[src/rtl/zone_pkg.sv]
// Shared constants and types for the zone overrun and debounce block
package zone_pkg;

    // ------------------------------------------------------------
    // Timing
    // ------------------------------------------------------------
    localparam int unsigned CLK_FREQ_HZ      = 50_000_000;
    localparam int unsigned TICK_TIME_US     = 10_000;
    localparam int unsigned TICK_CYCLES      =
        CLK_FREQ_HZ / 1_000_000 * TICK_TIME_US;
    localparam int unsigned OVERRUN_MAX_S    = 65;
    localparam int unsigned DEBOUNCE_RST_MS  = 100;
    localparam int unsigned DEBOUNCE_MAX_MS  = 2_000;

    // ------------------------------------------------------------
    // Settings, in ticks or millimetres
    // ------------------------------------------------------------
    localparam logic [15:0] OVERRUN_RESET    = 16'h0000;
    localparam logic [15:0] OVERRUN_TIME_MAX =
        16'(OVERRUN_MAX_S * 1_000_000 / TICK_TIME_US);
    localparam logic [15:0] OVERRUN_DIST_MAX = 16'hFFFF;
    localparam logic [7:0]  DEBOUNCE_RESET   =
        8'(DEBOUNCE_RST_MS * 1_000 / TICK_TIME_US);
    localparam logic [7:0]  DEBOUNCE_MAX     =
        8'(DEBOUNCE_MAX_MS * 1_000 / TICK_TIME_US);
    localparam logic [1:0]  CTRL_RESET       = 2'h0;

    // ------------------------------------------------------------
    // Register map
    // ------------------------------------------------------------
    localparam logic [7:0]  CTRL_OFFSET      = 8'h00;
    localparam logic [7:0]  OVR_UP_OFFSET    = 8'h04;
    localparam logic [7:0]  OVR_DN_OFFSET    = 8'h08;
    localparam logic [7:0]  DEBOUNCE_OFFSET  = 8'h0C;
    localparam logic [7:0]  STATUS_OFFSET    = 8'h10;
    localparam logic [7:0]  CHATTER_L_OFFSET = 8'h14;
    localparam logic [7:0]  CHATTER_R_OFFSET = 8'h18;
    localparam int unsigned CTRL_UP_DIST_BIT = 0;
    localparam int unsigned CTRL_DN_DIST_BIT = 1;

    typedef struct packed {
        logic        distance_mode;
        logic [15:0] overrun;
    } zone_cfg_type;

    // Range limit depends on the unit in force
    function automatic logic [15:0] clamp_overrun(
        input logic [15:0] value,
        input logic        distance_mode
    );
        logic [15:0] limit;
        limit = distance_mode ? OVERRUN_DIST_MAX : OVERRUN_TIME_MAX;
        clamp_overrun = (value > limit) ? limit : value;
    endfunction

endpackage

[src/rtl/sensor_debounce.sv]
// Hold-type debounce filter for one photo-sensor input
`timescale 1ns/1ns
module sensor_debounce #(
    parameter int unsigned HOLD_WIDTH = 8
) (
    input  wire logic                  clk,
    input  wire logic                  rst_b,
    input  wire logic                  tick,
    input  wire logic                  raw,
    input  wire logic [HOLD_WIDTH-1:0] period,
    output logic                       filtered,
    output logic                       holding,
    output logic                       chatter
);
    logic [HOLD_WIDTH-1:0] hold_cnt;
    logic [HOLD_WIDTH-1:0] next_hold_cnt;
    logic                  next_filtered;
    logic                  raw_prev;

    assign holding = (hold_cnt != {HOLD_WIDTH{1'b0}});
    assign chatter = holding && (raw != raw_prev);

    // No leading delay: edges pass at once, then the hold begins
    always_comb begin
        next_hold_cnt = hold_cnt;
        next_filtered = filtered;
        if (!holding) begin
            if (raw != filtered) begin
                next_filtered = raw;
                next_hold_cnt = period;
            end
        end else if (tick) begin
            next_hold_cnt = hold_cnt - {{(HOLD_WIDTH-1){1'b0}}, 1'b1};
        end
    end

    always_ff @(posedge clk or negedge rst_b) begin
        if (!rst_b) begin
            hold_cnt <= {HOLD_WIDTH{1'b0}};
            filtered <= 1'b0;
            raw_prev <= 1'b0;
        end else begin
            hold_cnt <= next_hold_cnt;
            filtered <= next_filtered;
            raw_prev <= raw;
        end
    end
endmodule

[src/rtl/overrun_timer.sv]
// Arrival overrun counter for one zone, in ticks or travel pulses
`timescale 1ns/1ns
module overrun_timer (
    input  wire logic                   clk,
    input  wire logic                   rst_b,
    input  wire logic                   start,
    input  wire logic                   tick,
    input  wire logic                   travel,
    input  zone_pkg::zone_cfg_type      cfg,
    output logic                        busy
);
    logic [15:0] remain;
    logic [15:0] next_remain;
    logic        step;

    assign busy = (remain != 16'h0000);
    // Unit follows the zone's mode
    assign step = cfg.distance_mode ? travel : tick;

    always_comb begin
        next_remain = remain;
        if (start) begin
            next_remain = cfg.overrun;
        end else if (busy && step) begin
            next_remain = remain - 16'h0001;
        end
    end

    always_ff @(posedge clk or negedge rst_b) begin
        if (!rst_b) begin
            remain <= 16'h0000;
        end else begin
            remain <= next_remain;
        end
    end
endmodule

[src/rtl/zone_induct_debounce.sv]
// Two-zone arrival overrun and shared photo-sensor debounce
//
// Decided for this implementation: the plain strobed port and the register addresses.
`timescale 1ns/1ns

// Function
// - Blocking during arrival keeps the roller motor on for the overrun.
// - Time overrun resets to zero, limited to sixty-five seconds.
// - Upstream and downstream zones hold separate overrun settings.
// - Distance mode counts millimetres, resets to zero, limit 65535.
// - After a filtered change, further input changes are ignored for the hold.
// - A blocking edge reaches the filtered output at once.
// - A clearing edge reaches the filtered output at once, then holds.
// - Changes ignored during a hold bump a readable chatter counter.
// - Debounce resets to 0.1 seconds, limited to two seconds.
// - One debounce setting serves both left and right sensors.
module zone_induct_debounce #(
    parameter int unsigned TICK_CYCLES = zone_pkg::TICK_CYCLES
) (
    input  wire logic        REF_CLK,
    input  wire logic        RST_B,
    input  wire logic [7:0]  ADDR,
    input  wire logic [31:0] WDATA,
    input  wire logic        WSTRB,
    input  wire logic        RSTRB,
    output logic      [31:0] RDATA,
    input  wire logic        SENSOR_L,
    input  wire logic        SENSOR_R,
    input  wire logic        TRAVEL_PULSE_UP,
    input  wire logic        TRAVEL_PULSE_DN,
    input  wire logic        ARRIVING_UP,
    input  wire logic        ARRIVING_DN,
    output logic             ROLLER_MOTOR_UP,
    output logic             ROLLER_MOTOR_DN,
    output logic             SENSOR_L_FILTERED,
    output logic             SENSOR_R_FILTERED
);

    // ------------------------------------------------------------
    // Declarations
    // ------------------------------------------------------------
    logic [3:0]             pin_raw;
    logic [3:0]             sync_a;
    logic [3:0]             sync_b;
    logic [1:0]             travel_prev;
    logic [1:0]             travel_edge;
    logic [31:0]            tick_cnt;
    logic [31:0]            next_tick_cnt;
    logic                   tick;
    zone_pkg::zone_cfg_type cfg_up;
    zone_pkg::zone_cfg_type cfg_dn;
    zone_pkg::zone_cfg_type next_cfg_up;
    zone_pkg::zone_cfg_type next_cfg_dn;
    logic [7:0]             debounce;
    logic [7:0]             next_debounce;
    logic                   filt_l;
    logic                   filt_r;
    logic                   hold_l;
    logic                   hold_r;
    logic                   chat_l;
    logic                   chat_r;
    logic                   filt_l_prev;
    logic                   filt_r_prev;
    logic [15:0]            chatter_l;
    logic [15:0]            chatter_r;
    logic [15:0]            next_chatter_l;
    logic [15:0]            next_chatter_r;
    logic                   start_up;
    logic                   start_dn;
    logic                   busy_up;
    logic                   busy_dn;
    logic [31:0]            next_rdata;
    logic                   wr_ctrl;

    // ------------------------------------------------------------
    // Pin synchronisers
    // ------------------------------------------------------------
    assign pin_raw = {TRAVEL_PULSE_DN, TRAVEL_PULSE_UP,
                      SENSOR_R, SENSOR_L};

    genvar gi;
    generate
        for (gi = 0; gi < 4; gi++) begin : g_sync
            always_ff @(posedge REF_CLK or negedge RST_B) begin
                if (!RST_B) begin
                    sync_a[gi] <= 1'b0;
                    sync_b[gi] <= 1'b0;
                end else begin
                    sync_a[gi] <= pin_raw[gi];
                    sync_b[gi] <= sync_a[gi];
                end
            end
        end
    endgenerate

    // Travel pulse edges, one per millimetre
    assign travel_edge = sync_b[3:2] & ~travel_prev;

    always_ff @(posedge REF_CLK or negedge RST_B) begin
        if (!RST_B) begin
            travel_prev <= 2'h0;
        end else begin
            travel_prev <= sync_b[3:2];
        end
    end

    // ------------------------------------------------------------
    // Timebase
    // ------------------------------------------------------------
    // One-cycle enable every 10 ms; keeps a single clock domain
    assign tick = (tick_cnt == 32'(TICK_CYCLES - 1));

    always_comb begin
        next_tick_cnt = tick ? 32'h0000_0000 : tick_cnt + 32'h0000_0001;
    end

    always_ff @(posedge REF_CLK or negedge RST_B) begin
        if (!RST_B) begin
            tick_cnt <= 32'h0000_0000;
        end else begin
            tick_cnt <= next_tick_cnt;
        end
    end

    // ------------------------------------------------------------
    // Settings registers
    // ------------------------------------------------------------
    assign wr_ctrl = WSTRB && (ADDR == zone_pkg::CTRL_OFFSET);

    // Values are clamped on entry; a mode change clamps again
    always_comb begin
        next_cfg_up   = cfg_up;
        next_cfg_dn   = cfg_dn;
        next_debounce = debounce;
        if (wr_ctrl) begin
            next_cfg_up.distance_mode =
                WDATA[zone_pkg::CTRL_UP_DIST_BIT];
            next_cfg_dn.distance_mode =
                WDATA[zone_pkg::CTRL_DN_DIST_BIT];
            next_cfg_up.overrun = zone_pkg::clamp_overrun(
                cfg_up.overrun, next_cfg_up.distance_mode);
            next_cfg_dn.overrun = zone_pkg::clamp_overrun(
                cfg_dn.overrun, next_cfg_dn.distance_mode);
        end
        if (WSTRB && (ADDR == zone_pkg::OVR_UP_OFFSET)) begin
            next_cfg_up.overrun = zone_pkg::clamp_overrun(
                WDATA[15:0], cfg_up.distance_mode);
        end
        if (WSTRB && (ADDR == zone_pkg::OVR_DN_OFFSET)) begin
            next_cfg_dn.overrun = zone_pkg::clamp_overrun(
                WDATA[15:0], cfg_dn.distance_mode);
        end
        if (WSTRB && (ADDR == zone_pkg::DEBOUNCE_OFFSET)) begin
            next_debounce = (WDATA[7:0] > zone_pkg::DEBOUNCE_MAX) ?
                zone_pkg::DEBOUNCE_MAX : WDATA[7:0];
        end
    end

    always_ff @(posedge REF_CLK or negedge RST_B) begin
        if (!RST_B) begin
            cfg_up.distance_mode <= zone_pkg::CTRL_RESET[0];
            cfg_dn.distance_mode <= zone_pkg::CTRL_RESET[1];
            cfg_up.overrun       <= zone_pkg::OVERRUN_RESET;
            cfg_dn.overrun       <= zone_pkg::OVERRUN_RESET;
            debounce             <= zone_pkg::DEBOUNCE_RESET;
        end else begin
            cfg_up   <= next_cfg_up;
            cfg_dn   <= next_cfg_dn;
            debounce <= next_debounce;
        end
    end

    // ------------------------------------------------------------
    // Sensor filters
    // ------------------------------------------------------------
    // Both filters share one period setting
    sensor_debounce #(
        .HOLD_WIDTH (8)
    ) u_deb_l (
        .clk      (REF_CLK),
        .rst_b    (RST_B),
        .tick     (tick),
        .raw      (sync_b[0]),
        .period   (debounce),
        .filtered (filt_l),
        .holding  (hold_l),
        .chatter  (chat_l)
    );

    sensor_debounce #(
        .HOLD_WIDTH (8)
    ) u_deb_r (
        .clk      (REF_CLK),
        .rst_b    (RST_B),
        .tick     (tick),
        .raw      (sync_b[1]),
        .period   (debounce),
        .filtered (filt_r),
        .holding  (hold_r),
        .chatter  (chat_r)
    );

    // Chatter counters wrap; software takes differences
    always_comb begin
        next_chatter_l = chatter_l;
        next_chatter_r = chatter_r;
        if (chat_l) begin
            next_chatter_l = chatter_l + 16'h0001;
        end
        if (chat_r) begin
            next_chatter_r = chatter_r + 16'h0001;
        end
    end

    always_ff @(posedge REF_CLK or negedge RST_B) begin
        if (!RST_B) begin
            chatter_l   <= 16'h0000;
            chatter_r   <= 16'h0000;
            filt_l_prev <= 1'b0;
            filt_r_prev <= 1'b0;
        end else begin
            chatter_l   <= next_chatter_l;
            chatter_r   <= next_chatter_r;
            filt_l_prev <= filt_l;
            filt_r_prev <= filt_r;
        end
    end

    // ------------------------------------------------------------
    // Arrival overrun
    // ------------------------------------------------------------
    // Filtered edge, so chatter cannot restart the overrun
    assign start_up = filt_l && !filt_l_prev && ARRIVING_UP;
    assign start_dn = filt_r && !filt_r_prev && ARRIVING_DN;

    overrun_timer u_ovr_up (
        .clk    (REF_CLK),
        .rst_b  (RST_B),
        .start  (start_up),
        .tick   (tick),
        .travel (travel_edge[0]),
        .cfg    (cfg_up),
        .busy   (busy_up)
    );

    overrun_timer u_ovr_dn (
        .clk    (REF_CLK),
        .rst_b  (RST_B),
        .start  (start_dn),
        .tick   (tick),
        .travel (travel_edge[1]),
        .cfg    (cfg_dn),
        .busy   (busy_dn)
    );

    // ------------------------------------------------------------
    // Outputs and read port
    // ------------------------------------------------------------
    always_comb begin
        next_rdata = 32'h0000_0000;
        if (RSTRB) begin
            case (ADDR)
                zone_pkg::CTRL_OFFSET:
                    next_rdata = {30'h0000_0000, cfg_dn.distance_mode,
                                  cfg_up.distance_mode};
                zone_pkg::OVR_UP_OFFSET:
                    next_rdata = {16'h0000, cfg_up.overrun};
                zone_pkg::OVR_DN_OFFSET:
                    next_rdata = {16'h0000, cfg_dn.overrun};
                zone_pkg::DEBOUNCE_OFFSET:
                    next_rdata = {24'h00_0000, debounce};
                zone_pkg::STATUS_OFFSET:
                    next_rdata = {26'h000_0000, busy_dn, busy_up,
                                  ROLLER_MOTOR_DN, ROLLER_MOTOR_UP,
                                  filt_r, filt_l};
                zone_pkg::CHATTER_L_OFFSET:
                    next_rdata = {16'h0000, chatter_l};
                zone_pkg::CHATTER_R_OFFSET:
                    next_rdata = {16'h0000, chatter_r};
                default:
                    next_rdata = 32'h0000_0000;
            endcase
        end
    end

    always_ff @(posedge REF_CLK or negedge RST_B) begin
        if (!RST_B) begin
            RDATA             <= 32'h0000_0000;
            ROLLER_MOTOR_UP   <= 1'b0;
            ROLLER_MOTOR_DN   <= 1'b0;
            SENSOR_L_FILTERED <= 1'b0;
            SENSOR_R_FILTERED <= 1'b0;
        end else begin
            RDATA             <= next_rdata;
            ROLLER_MOTOR_UP   <= ARRIVING_UP || busy_up;
            ROLLER_MOTOR_DN   <= ARRIVING_DN || busy_dn;
            SENSOR_L_FILTERED <= filt_l;
            SENSOR_R_FILTERED <= filt_r;
        end
    end

    // ------------------------------------------------------------
    // Assertions
    // ------------------------------------------------------------
    property p_overrun_runs;
        @(posedge REF_CLK) disable iff (!RST_B)
        start_up && (cfg_up.overrun != 16'h0000) |=>
            busy_up ##1 ROLLER_MOTOR_UP;
    endproperty
    a_overrun_runs: assert property (p_overrun_runs)
        else $error("Upstream overrun did not keep the motor on");

    property p_time_limit;
        @(posedge REF_CLK) disable iff (!RST_B)
        !cfg_up.distance_mode |->
            cfg_up.overrun <= zone_pkg::OVERRUN_TIME_MAX;
    endproperty
    a_time_limit: assert property (p_time_limit)
        else $error("Time overrun above limit");

    property p_zone_independent;
        @(posedge REF_CLK) disable iff (!RST_B)
        WSTRB && (ADDR == zone_pkg::OVR_UP_OFFSET) |=>
            $stable(cfg_dn.overrun);
    endproperty
    a_zone_independent: assert property (p_zone_independent)
        else $error("Upstream write changed downstream overrun");

    property p_distance_value;
        @(posedge REF_CLK) disable iff (!RST_B)
        WSTRB && (ADDR == zone_pkg::OVR_DN_OFFSET) &&
            cfg_dn.distance_mode |=>
            cfg_dn.overrun == $past(WDATA[15:0]);
    endproperty
    a_distance_value: assert property (p_distance_value)
        else $error("Distance overrun not stored whole");

    property p_hold_stable;
        @(posedge REF_CLK) disable iff (!RST_B)
        hold_l |=> $stable(filt_l);
    endproperty
    a_hold_stable: assert property (p_hold_stable)
        else $error("Left filter changed during hold");

    property p_lead_edge;
        @(posedge REF_CLK) disable iff (!RST_B)
        !hold_r && sync_b[1] && !filt_r |=> filt_r ##1 SENSOR_R_FILTERED;
    endproperty
    a_lead_edge: assert property (p_lead_edge)
        else $error("Blocking edge delayed");

    property p_trail_edge;
        @(posedge REF_CLK) disable iff (!RST_B)
        !hold_l && !sync_b[0] && filt_l && (debounce != 8'h00) |=>
            !filt_l && hold_l;
    endproperty
    a_trail_edge: assert property (p_trail_edge)
        else $error("Clearing edge delayed or not held");

    property p_chatter_count;
        @(posedge REF_CLK) disable iff (!RST_B)
        hold_l && $changed(sync_b[0]) |=>
            chatter_l == $past(chatter_l) + 16'h0001;
    endproperty
    a_chatter_count: assert property (p_chatter_count)
        else $error("Ignored change not counted");

    property p_debounce_limit;
        @(posedge REF_CLK) disable iff (!RST_B)
        debounce <= zone_pkg::DEBOUNCE_MAX;
    endproperty
    a_debounce_limit: assert property (p_debounce_limit)
        else $error("Debounce above limit");

    property p_tick_spacing;
        @(posedge REF_CLK) disable iff (!RST_B)
        tick |=> !tick && (tick_cnt == 32'h0000_0000);
    endproperty
    a_tick_spacing: assert property (p_tick_spacing)
        else $error("Timebase tick malformed");

endmodule

[config.mk]
export PLATFORM = sky130hd
export DESIGN_NAME = zone_induct_debounce
export DESIGN_NICKNAME = d
export VERILOG_FILES = /design/src/rtl/zone_pkg.sv /design/src/rtl/sensor_debounce.sv /design/src/rtl/overrun_timer.sv /design/src/rtl/zone_induct_debounce.sv
export SDC_FILE = /design/constraint.sdc
export NUM_CORES = 1
export LEC_CHECK = 0
export ABC_AREA = 1
export BUFFER_PORTS_ARGS = -buffer_cell sky130_fd_sc_hd__buf_2
export CAP_MARGIN = 20
export CORE_ASPECT_RATIO = 0.75
export CORE_MARGIN = 2
export CORE_UTILIZATION = 25
export CTS_CLUSTER_SIZE = 16
export DETAILED_ROUTE_END_ITERATION = 10
export MAX_ROUTING_LAYER = met4
export PLACE_DENSITY = 0.49
export SLEW_MARGIN = 5
export SYNTH_ARGS = -nofsm -noshare
export SYNTH_HDL_FRONTEND = slang
export SYNTH_SLANG_ARGS = --single-unit
[constraint.sdc]
create_clock -name REF_CLK -period 3.49 [get_ports REF_CLK]
set_input_delay 0.349 -clock REF_CLK [delete_from_list [all_inputs] [get_ports REF_CLK]]
set_output_delay 0.349 -clock REF_CLK [all_outputs]
set_load 0.1 [all_outputs]
======== Yosys cells after proc, flatten, opt, wreduce, memory -nomap -nowiden ========
Index checks and enable logic that the tools add are counted.
cells by class
  multiplexer cells ....................... 28
  reduce and logical (&&, ||, !) cells .... 35
  add/sub/neg operators ................... 7
  div/mod/pow operators ................... 0
  $mul .................................... 0
  bitwise logic cells ..................... 4
  magnitude comparators ................... 5
  shift-type cells ........................ 0
  equal/unequal tests ..................... 13
operators with widths
  kind                                                                  count
  16-bit 2-to-1 mux                                                     16
  16-bit case mux with 7 select lines                                   1
  16-bit greater-than comparator                                        4
  32-bit 2-to-1 mux                                                     2
  8-bit 2-to-1 mux                                                      7
  16-bit by 1-bit adder with 16-bit output, second input constant       2
  32-bit by 1-bit adder with 32-bit output, second input constant       1
  32-bit by 19-bit == test with 1-bit output, second input constant     1
  16-bit nonzero test                                                   2
  16-bit by 1-bit subtractor with 16-bit output, second input constant  2
  8-bit by 5-bit == test with 1-bit output, second input constant       3
  8-bit by 4-bit == test with 1-bit output, second input constant       2
  2-bit nonzero test                                                    8
  8-bit nonzero test                                                    2
  8-bit by 1-bit subtractor with 8-bit output, second input constant    2
  1-bit logical AND                                                     12
  2-bit AND reduction                                                   6
  8-bit by 3-bit == test with 1-bit output, second input constant       1
  8-bit greater-than comparator, second input constant                  1
  8-bit logical NOT                                                     1
  1-bit inequality test                                                 4
  2-bit inequality test, second input constant                          2
  2-bit bitwise AND                                                     1
  1-bit logical NOT                                                     2
  other kinds (4)                                                       7
storage, ports and cells
  word-level logic and storage cells ...... 122
  register bits ........................... 204
  output and inout bits ................... 36
  bits in latches ......................... 0
  input port bits ......................... 50
  memories ................................ 0
  RAM bits ................................ 0
  memory bits (read-only) ................. 0

======== Logic depth before layout (Yosys ltp) ========
Gate-level depths: netlist (run 1).
  depth after elaboration ................. 6
  gate-level depth with buffers ........... 16
  mapped depth without buffers ............ 16

======== Cells and area by module ========
From an unflattened synthesis (run 1), not the netlist that was laid out.
second synthesis, totals
  cells, all modules ...................... 1548
  area, all modules ....................... 11832.6 um2
modules (own cells, without submodules)
  module                times used  cells each  area an instance (um2)  seq. area each (um2)
  zone_induct_debounce  1           976         7781.2                  3405.8
  overrun_timer         2           175         1237.4                  400.4
  sensor_debounce       2           111         788.3                   250.2

======== Worst setup path before layout (run 1) ========
OpenSTA, ideal clock, no wires.
  path type ............................... register -> register
  start point ............................. register, netlist name SENSOR_R_FILTERED
  end point ............................... register u_ovr_dn.remain[10]
  stages on the path, launching flop included .. 7
  slack ................................... 1.452 ns
  data required time ...................... 3.424 ns
  data arrival time ....................... 1.973 ns
  cells stage by stage .................... dfrtp_1 > nor3_4 > inv_2 > clkbuf_1 > clkbuf_1 > nand3_1 > nand2_1
RTL lines
  element               RTL line             RTL
  to (signal assigned)  overrun_timer.sv:33  remain <= next_remain;
  to (decl)             overrun_timer.sv:12  logic [15:0] remain;

======== Final worst setup path (run 1) ========
  start point ............................. register cfg_dn[16] (netlist bit)
  end point ............................... register cfg_dn[13] (netlist bit)
between the ends
  longest elaborated chain between the ends .. 4
ends and longest elaborated chain
  element                         RTL line                     RTL
  from (decl)                     zone_induct_debounce.sv:51   zone_pkg::zone_cfg_type cfg_dn;
  from (signal assigned)          zone_induct_debounce.sv:168  cfg_dn <= next_cfg_dn;
  16-bit 2-to-1 mux (*)           zone_pkg.sv:52               limit = distance_mode ? OVERRUN_DIST_MAX : OVERRUN_TIME_MAX;
  16-bit greater-than comparator  zone_pkg.sv:53               clamp_overrun = (value > limit) ? limit : value;
  16-bit 2-to-1 mux (*)           zone_pkg.sv:53
  16-bit 2-to-1 mux (*)           zone_induct_debounce.sv:149  if (WSTRB && (ADDR == zone_pkg::OVR_DN_OFFSET)) begin
Mark *: on every way between the ends. The rest lies on a longest branch, timed or not.
A chain may end at the register's enable or synchronous reset.

==> impl_metrics.env, run 1 <==
export IMPL_synth_edf_count=0
export IMPL_drive_gt1_frac=0.0978
export IMPL_critical_path_buffers_and_inverters=3
export IMPL_cts_buffers_inserted=17
export IMPL_setup_repair_after_global_routing_missed_its_margin="no"
export IMPL_drc=0
export IMPL_pwr_share_clk=0.275
export IMPL_max_freq_mhz=391
export IMPL_detailroute_via_count=10000
export IMPL_synth_cell_area_um2=11400
export IMPL_number_of_antenna_violations_at_the_first_check_in_global_routing=5
export IMPL_hp_start="ARRIVING_UP"
export IMPL_worstSetupStartpointType="flip-flop"
export IMPL_netSwitchingFraction=0.397
export IMPL_crit_start="cfg_dn[16]"
export IMPL_cts_htree_levels=4
export IMPL_place_detailed_hpwl_um=26200
export IMPL_clock_latency_late_sink_ns=0.46
export IMPL_final_fill_count=4852
export IMPL_drtPass1Iterations=5
export IMPL_dr_first_iter_drc_count=925
export IMPL_die_width_um=251
export IMPL_vdd_drop_max_mv=0.322
export IMPL_combPwrFrac=0.319
export IMPL_min_path_type="primary input to flip-flop"
export IMPL_area_of_the_core_region_um2=44800
export IMPL_min_period_over_period=0.732
export IMPL_crit_type="flip-flop to flip-flop"
export IMPL_area_of_combinational_cells_with_multiple_inputs_um2=5750
export IMPL_tritoncts_num_sinks=188
export IMPL_seq_area_frac_synth=0.413
export IMPL_die_area_um2=47400
export IMPL_worst_path_dominant_cell_family="simple AND/OR/NAND/NOR gates"
export IMPL_worst_endpoint_arrival_ns=2.95
export IMPL_layout_area_overhead_vs_synth_pct=13.0
export IMPL_timing_worst_slew_pin_value_ns=0.799
export IMPL_timing_critical_path_cells="inv_1 -> ha_1 -> a21oi_1 -> o21a_1 -> o21ai_0 -> inv_1 -> nand2_1 -> nand2_1 -> inv_1 -> nor2_1 -> nor2_1 -> nor2_1"
export IMPL_portBuffers=53
export IMPL_least_setup_slack_across_all_paths_after_layout_ns=0.934
export IMPL_final_antenna_net_count=0
export IMPL_initial_core_utilization=0.254
export IMPL_worst_setup_path_end_kind="flip-flop"
export IMPL_setup_violations_final=0
export IMPL_leakage_nw=6.31
export IMPL_crit_slowest_cell="inv_1"
export IMPL_distinct_cells_synth=51
export IMPL_synth_avg_cell_area_um2=7.64
export IMPL_clock_tree_buffer_depth=2
export IMPL_post_synth_inst_count=1494
export IMPL_fin_nets=1652
export IMPL_num_io_pins=86
export IMPL_vias_in_the_first_global_route=9535
export IMPL_place_gp_congestion=0.857
export IMPL_synthFlopType="dfrtp_1"
export IMPL_globalRoute_totalOverflow=0
export IMPL_total_routed_length_um=34200
export IMPL_tritoncts="yes"
export IMPL_maximum_capacitance_violations=0
export IMPL_ctsHoldBuffers=5
export IMPL_maxSlewHeadroom=0.467
export IMPL_reg2reg_start="cfg_dn[16]"
export IMPL_cts_resized=0
export IMPL_wl_per_cell_um=15.9
export IMPL_die_h_um=189
export IMPL_core_rowCount=67
export IMPL_clock_tree_root_cell="clkbuf_16"
export IMPL_post_route_min_period_ns=2.56
export IMPL_finalMaxSlewViolations=0
export IMPL_switching_power_mw=2.87
export IMPL_dpl_worst_slack_ns=0.866
export IMPL_grtUsageTotal=0.153
export IMPL_ys_seq_elements=188
export IMPL_layout_area_seq_um2=4710
export IMPL_grt_max_degree=86
export IMPL_most_common_layout_cells="372 x nand2_1, 186 x dfrtp_1, 183 x inv_1"
export IMPL_worst_ep_required_time_ns=3.88
export IMPL_power_share_sequential=0.406
export IMPL_worst_setup_hold_path_clk_slew_ns=0.07
export IMPL_synth_warnings=0
export IMPL_grt_first_pass_wirelength_um=54600
export IMPL_whs_ns=0.153
export IMPL_run_status="finished, final reports clean"
export IMPL_layout_cells_most_common="nand2_1"
export IMPL_slowest_delay_ns=0.43
export IMPL_critPathMaxFanout=12
export IMPL_share_of_async_settable_or_async_resettable_flops_after_synthesis=1.00
export IMPL_fin_worst_skew_ns=0.0164
export IMPL_report_final_hold_viol_count=0
export IMPL_via_per_inst=4.66
export IMPL_pwr_density_nw_per_um2=561
export IMPL_fin_util=0.288
export IMPL_finalSetupTns_ns=0
export IMPL_postCtsSetupBuffers=0
export IMPL_internal_power_mw=4.36
## sequential cells by signal, indices dropped and copies added, names as in the netlist, 2 cells and up
signal / cells
tick_cnt: 32
debounce: 8
sync_b: 4
chatter_r: 16
cfg_up: 17
u_deb_r.hold_cnt: 8
sync_a: 4
travel_prev: 2
cfg_dn: 17
RDATA: 16
u_ovr_dn.remain: 16
chatter_l: 16
u_ovr_up.remain: 16
u_deb_l.hold_cnt: 8
## layer usage
metal	wire length (µm)	part of all wire	vias to the layer above	track usage
li1	-	-	4908	-
met1	18600	0.54	4796	0.240
met2	13000	0.38	289	0.197
met3	2200	0.064	34	0.0290
met4	411	0.012	0	0.0329
met5	0	0	-	-
## cells by family (layout without fill, tap and decap cells)
kind of cell	count (synthesis)	in the layout	synth area share
other	1	18	0.000329
adder cells (fa/ha/maj)	51	51	0.0559
flip-flops	188	188	0.412
AND/OR/NAND/NOR	759	759	0.294
multiplexers	2	2	0.00197
AO/OA/AOI/OAI	173	173	0.0842
buffers and inverters	239	294	0.0887
XOR/XNOR	81	81	0.0622
## synth_stat cells, types with 3 or more instances
cell / instances / area share
a221oi_1: 6 / 0.0046
buf_2: 7 / 0.0031
nand3_1: 109 / 0.048
a31oi_1: 15 / 0.0082
clkbuf_1: 10 / 0.0033
nand3_2: 3 / 0.0026
buf_6: 4 / 0.0039
nor3_1: 22 / 0.0096
nor2_2: 10 / 0.0055
nor3_2: 5 / 0.0044
nor2_1: 170 / 0.056
o21ai_0: 64 / 0.028
dfrtp_1: 186 / 0.41
inv_2: 12 / 0.0039
buf_4: 20 / 0.013
xnor2_1: 21 / 0.016
xor2_1: 60 / 0.046
a21oi_1: 39 / 0.017
nand2_2: 12 / 0.0066
o21ai_1: 26 / 0.011
inv_1: 183 / 0.060
nor4_1: 11 / 0.0060
ha_1: 51 / 0.056
nand2_1: 372 / 0.12
o22ai_1: 9 / 0.0049
nand4_1: 29 / 0.016
## per-stage QoR
step                cells  power (mW)  instance area, µm²
CTS                  2150        7.28               12900
global route         2152        7.77               12900
detailed placement   2113        5.26               12300
finish               2152        7.23               12900
global placement     2113        5.21               12300
floorplan            1509        4.68               11500
## cell type report
cell class / count / share of cell area
flip-flops and latches: 188 / 0.365
inverters: 197 / 0.0574
clock inverters: 14 / 0.0106
well taps: 586 / 0.0568
diodes: 2 / 0.000388
repair buffers: 65 / 0.0302
multi-input cells: 1082 / 0.446
clock buffers: 18 / 0.0340
## worst reg2reg max path: stages (launching register included)
cell and delay [ns]:
dfrtp_1 0.41, inv_1 0.43, ha_1 0.35, a21oi_1 0.14
o21a_1 0.13, o21ai_0 0.07, inv_1 0.06, nand2_1 0.11
nand2_1 0.36, inv_1 0.17, nor2_1 0.12, nor2_1 0.06
nor2_1 0.10
## power by group through the flow
stage          clock network, mW  registers, mW  logic (mW)
6_report                    1.99           2.94        2.31
3_3_place_gp                   0           2.97        2.24
2_1_floorplan                  0           2.96        1.72
4_1_cts                     2.03           2.94        2.31
3_5_place_dp                   0           2.97        2.29
5_1_grt                     2.12           2.99        2.66
## path summary, 6_finish.rpt
check,cells past startpoint,slack (ns),endpoint
max,12,0.93,cfg_dn[13]
min in group asynchronous,2,0.53,sync_a[0]
max reg2reg,12,0.93,cfg_dn[13]
min,3,0.15,ROLLER_MOTOR_UP
max in group asynchronous,3,2.11,RDATA[11]
min reg2reg,0,0.36,sync_b[1]
Note: power is estimated with default switching activity, not from simulation.
==> run 2, diff against run 1 <==
Clock period 3.49 ns to 2.6 ns, I/O delays scaled along.
==> run 2 against run 1 <==
  * Sequential share of layout area decreased by 0.40 points
  * Setup slack got worse by 0.63 ns
  * Register-to-register slack worse by 0.63 ns
  * Maximum frequency grew 11%
  * First-iteration DRC count grew 4.3%
  * Critical path depth down 2
  * Die area did not move
  * Routed wire length down 0.90%
  * Global-route usage is 0.051 points lower
  * Utilization rose by 0.32 points
  * Critical path type unchanged
  * Largest cell class unchanged
  * Largest power group unchanged
  * Highest routed layer unchanged
==> impl_metrics.env, run 2 (synthesized netlist as in run 1, its figures left out) <==
export IMPL_cts_buffers_inserted=17
export IMPL_dpl_worst_slack_ns=0.328
export IMPL_detailroute_via_count=9959
export IMPL_vdd_drop_max_mv=0.446
export IMPL_core_rowCount=67
export IMPL_final_fill_count=4850
export IMPL_place_detailed_hpwl_um=26200
export IMPL_num_io_pins=86
export IMPL_crit_slowest_cell="ha_1"
export IMPL_fin_nets=1667
export IMPL_total_routed_length_um=33900
export IMPL_min_path_type="primary input to flip-flop"
export IMPL_drtPass1Iterations=5
export IMPL_portBuffers=53
export IMPL_most_common_layout_cells="372 x nand2_1, 186 x dfrtp_1, 182 x inv_1"
export IMPL_tritoncts_num_sinks=188
export IMPL_number_of_flip_flops_under_the_largest_register_name=32
export IMPL_finalSetupTns_ns=0
export IMPL_area_of_combinational_cells_with_multiple_inputs_um2=5750
export IMPL_place_gp_congestion=0.849
export IMPL_maxSlewHeadroom=0.592
export IMPL_least_setup_slack_across_all_paths_after_layout_ns=0.305
export IMPL_initial_core_utilization=0.254
export IMPL_critPathMaxFanout=16
export IMPL_worstSetupStartpointType="flip-flop"
export IMPL_area_of_the_core_region_um2=44800
export IMPL_layout_area_seq_um2=4710
export IMPL_via_per_inst=4.60
export IMPL_cts_htree_levels=4
export IMPL_clock_latency_late_sink_ns=0.46
export IMPL_drc=0
export IMPL_layout_cells_most_common="nand2_1"
export IMPL_timing_worst_slew_pin_value_ns=0.612
export IMPL_tritoncts="yes"
export IMPL_fin_worst_skew_ns=0.0119
export IMPL_die_width_um=251
export IMPL_largest_register="tick_cnt"
export IMPL_setup_violations_final=0
export IMPL_run_status="finished, final reports clean"
export IMPL_die_area_um2=47400
export IMPL_worst_ep_required_time_ns=2.95
export IMPL_globalRoute_totalOverflow=0
export IMPL_clock_tree_buffer_depth=2
export IMPL_leakage_nw=6.38
export IMPL_worst_endpoint_arrival_ns=2.64
export IMPL_final_antenna_net_count=0
export IMPL_report_final_hold_viol_count=0
export IMPL_setup_repair_after_global_routing_missed_its_margin="no"
export IMPL_crit_type="flip-flop to flip-flop"
export IMPL_grt_max_degree=65
export IMPL_maximum_capacitance_violations=0
export IMPL_vias_in_the_first_global_route=9482
export IMPL_pwr_density_nw_per_um2=751
export IMPL_post_route_min_period_ns=2.29
export IMPL_die_h_um=189
export IMPL_worst_setup_hold_path_clk_slew_ns=0.07
export IMPL_grt_first_pass_wirelength_um=54000
export IMPL_timing_critical_path_cells="inv_1 -> ha_1 -> nand2_1 -> nor3_1 -> nand4_1 -> nand2_1 -> buf_4 -> nand3_1 -> o21ai_0 -> inv_1"
export IMPL_layout_area_overhead_vs_synth_pct=14.3
export IMPL_dr_first_iter_drc_count=965
export IMPL_worst_setup_path_end_kind="flip-flop"
export IMPL_number_of_antenna_violations_at_the_first_check_in_global_routing=3
export IMPL_max_freq_mhz=436
export IMPL_finalMaxSlewViolations=0
export IMPL_clock_tree_root_cell="clkbuf_16"
export IMPL_drive_gt1_frac=0.107
export IMPL_slowest_delay_ns=0.41
export IMPL_min_period_over_period=0.883
export IMPL_layout_top_registers="tick_cnt (32), cfg_dn (17), cfg_up (17)"
export IMPL_grtUsageTotal=0.152
export IMPL_wl_per_cell_um=15.7
run 2: changes by cell type in the layout (fill, tap and decap cells not counted):
cell	before	now
diode_2	2	1
inv_6	3	4
bufinv_16	1	2
clkinvlp_4	1	3
buf_4	6	21
clkinv_8	1	0
clkbuf_8	2	3
inv_1	183	182
clkinv_2	6	3
run 2: per-layer routing:
layer	global-route usage	vias up	share of wire
met2	0.190	243	0.38
met5	-	-	0
met4	0.0387	0	0.014
li1	-	4934	-
met1	0.240	4748	0.55
met3	0.0315	34	0.058
run 2: critical path: cells and delay by family (launching register included):
kind | cells | cell delay, ns
compound gates | 1 | 0.08
fa+ha+maj | 1 | 0.41
buf+inv | 3 | 0.50
flops | 1 | 0.40
simple gates | 5 | 0.80
run 2: through the flow:
step	instance area, µm²	util	cells	power, mW	hold WS, ns
floorplan	11500	-	1509	6.28	-0.0356
global placement	12400	0.276	2126	7.00	0.273
detailed placement	12400	0.276	2126	7.05	0.272
CTS	13000	0.290	2163	9.87	0.0336
global route	13000	0.291	2166	10.5	0.0775
finish	13000	0.291	2166	9.79	0.0462
run 2: what timing repair did:
action,in CTS,in global routing
hold buffers,5,0
gates resized for setup,0,1
setup buffers,0,2
endpoints found under the setup margin,0,2
endpoints found under the hold margin,52,0
run 2: final timing paths:
path | depth (start not counted) | to | slack [ns] | startpoint
max | 10 | cfg_up[5] | 0.31 | cfg_up[16]
min | 3 | ROLLER_MOTOR_UP | 0.05 | ARRIVING_UP
max reg2reg | 10 | cfg_up[5] | 0.31 | cfg_up[16]
min reg2reg | 0 | sync_b[2] | 0.35 | sync_a[2]
max in group asynchronous | 3 | u_ovr_dn.remain[0] | 1.50 | RST_B
min in group asynchronous | 2 | RDATA[5] | 0.34 | RST_B
run 2: report_power, final:
group / total, mW / switching, mW / internal, mW
registers: 3.97 / 0.543 / 3.42
logic: 3.07 / 2.00 / 1.07
clock network: 2.76 / 1.27 / 1.49
run 2: layout make-up:
| cell class | instances | share of cell area |
|---|---|---|
| Antenna cell | 1 | 0.000192 |
| Inverter | 197 | 0.0571 |
| Clock buffer | 19 | 0.0347 |
| Sequential cell | 188 | 0.361 |
| Multi-Input combinational cell | 1082 | 0.441 |
| Clock inverter | 13 | 0.0116 |
| Timing Repair Buffer | 80 | 0.0385 |
| Tap cell | 586 | 0.0562 |
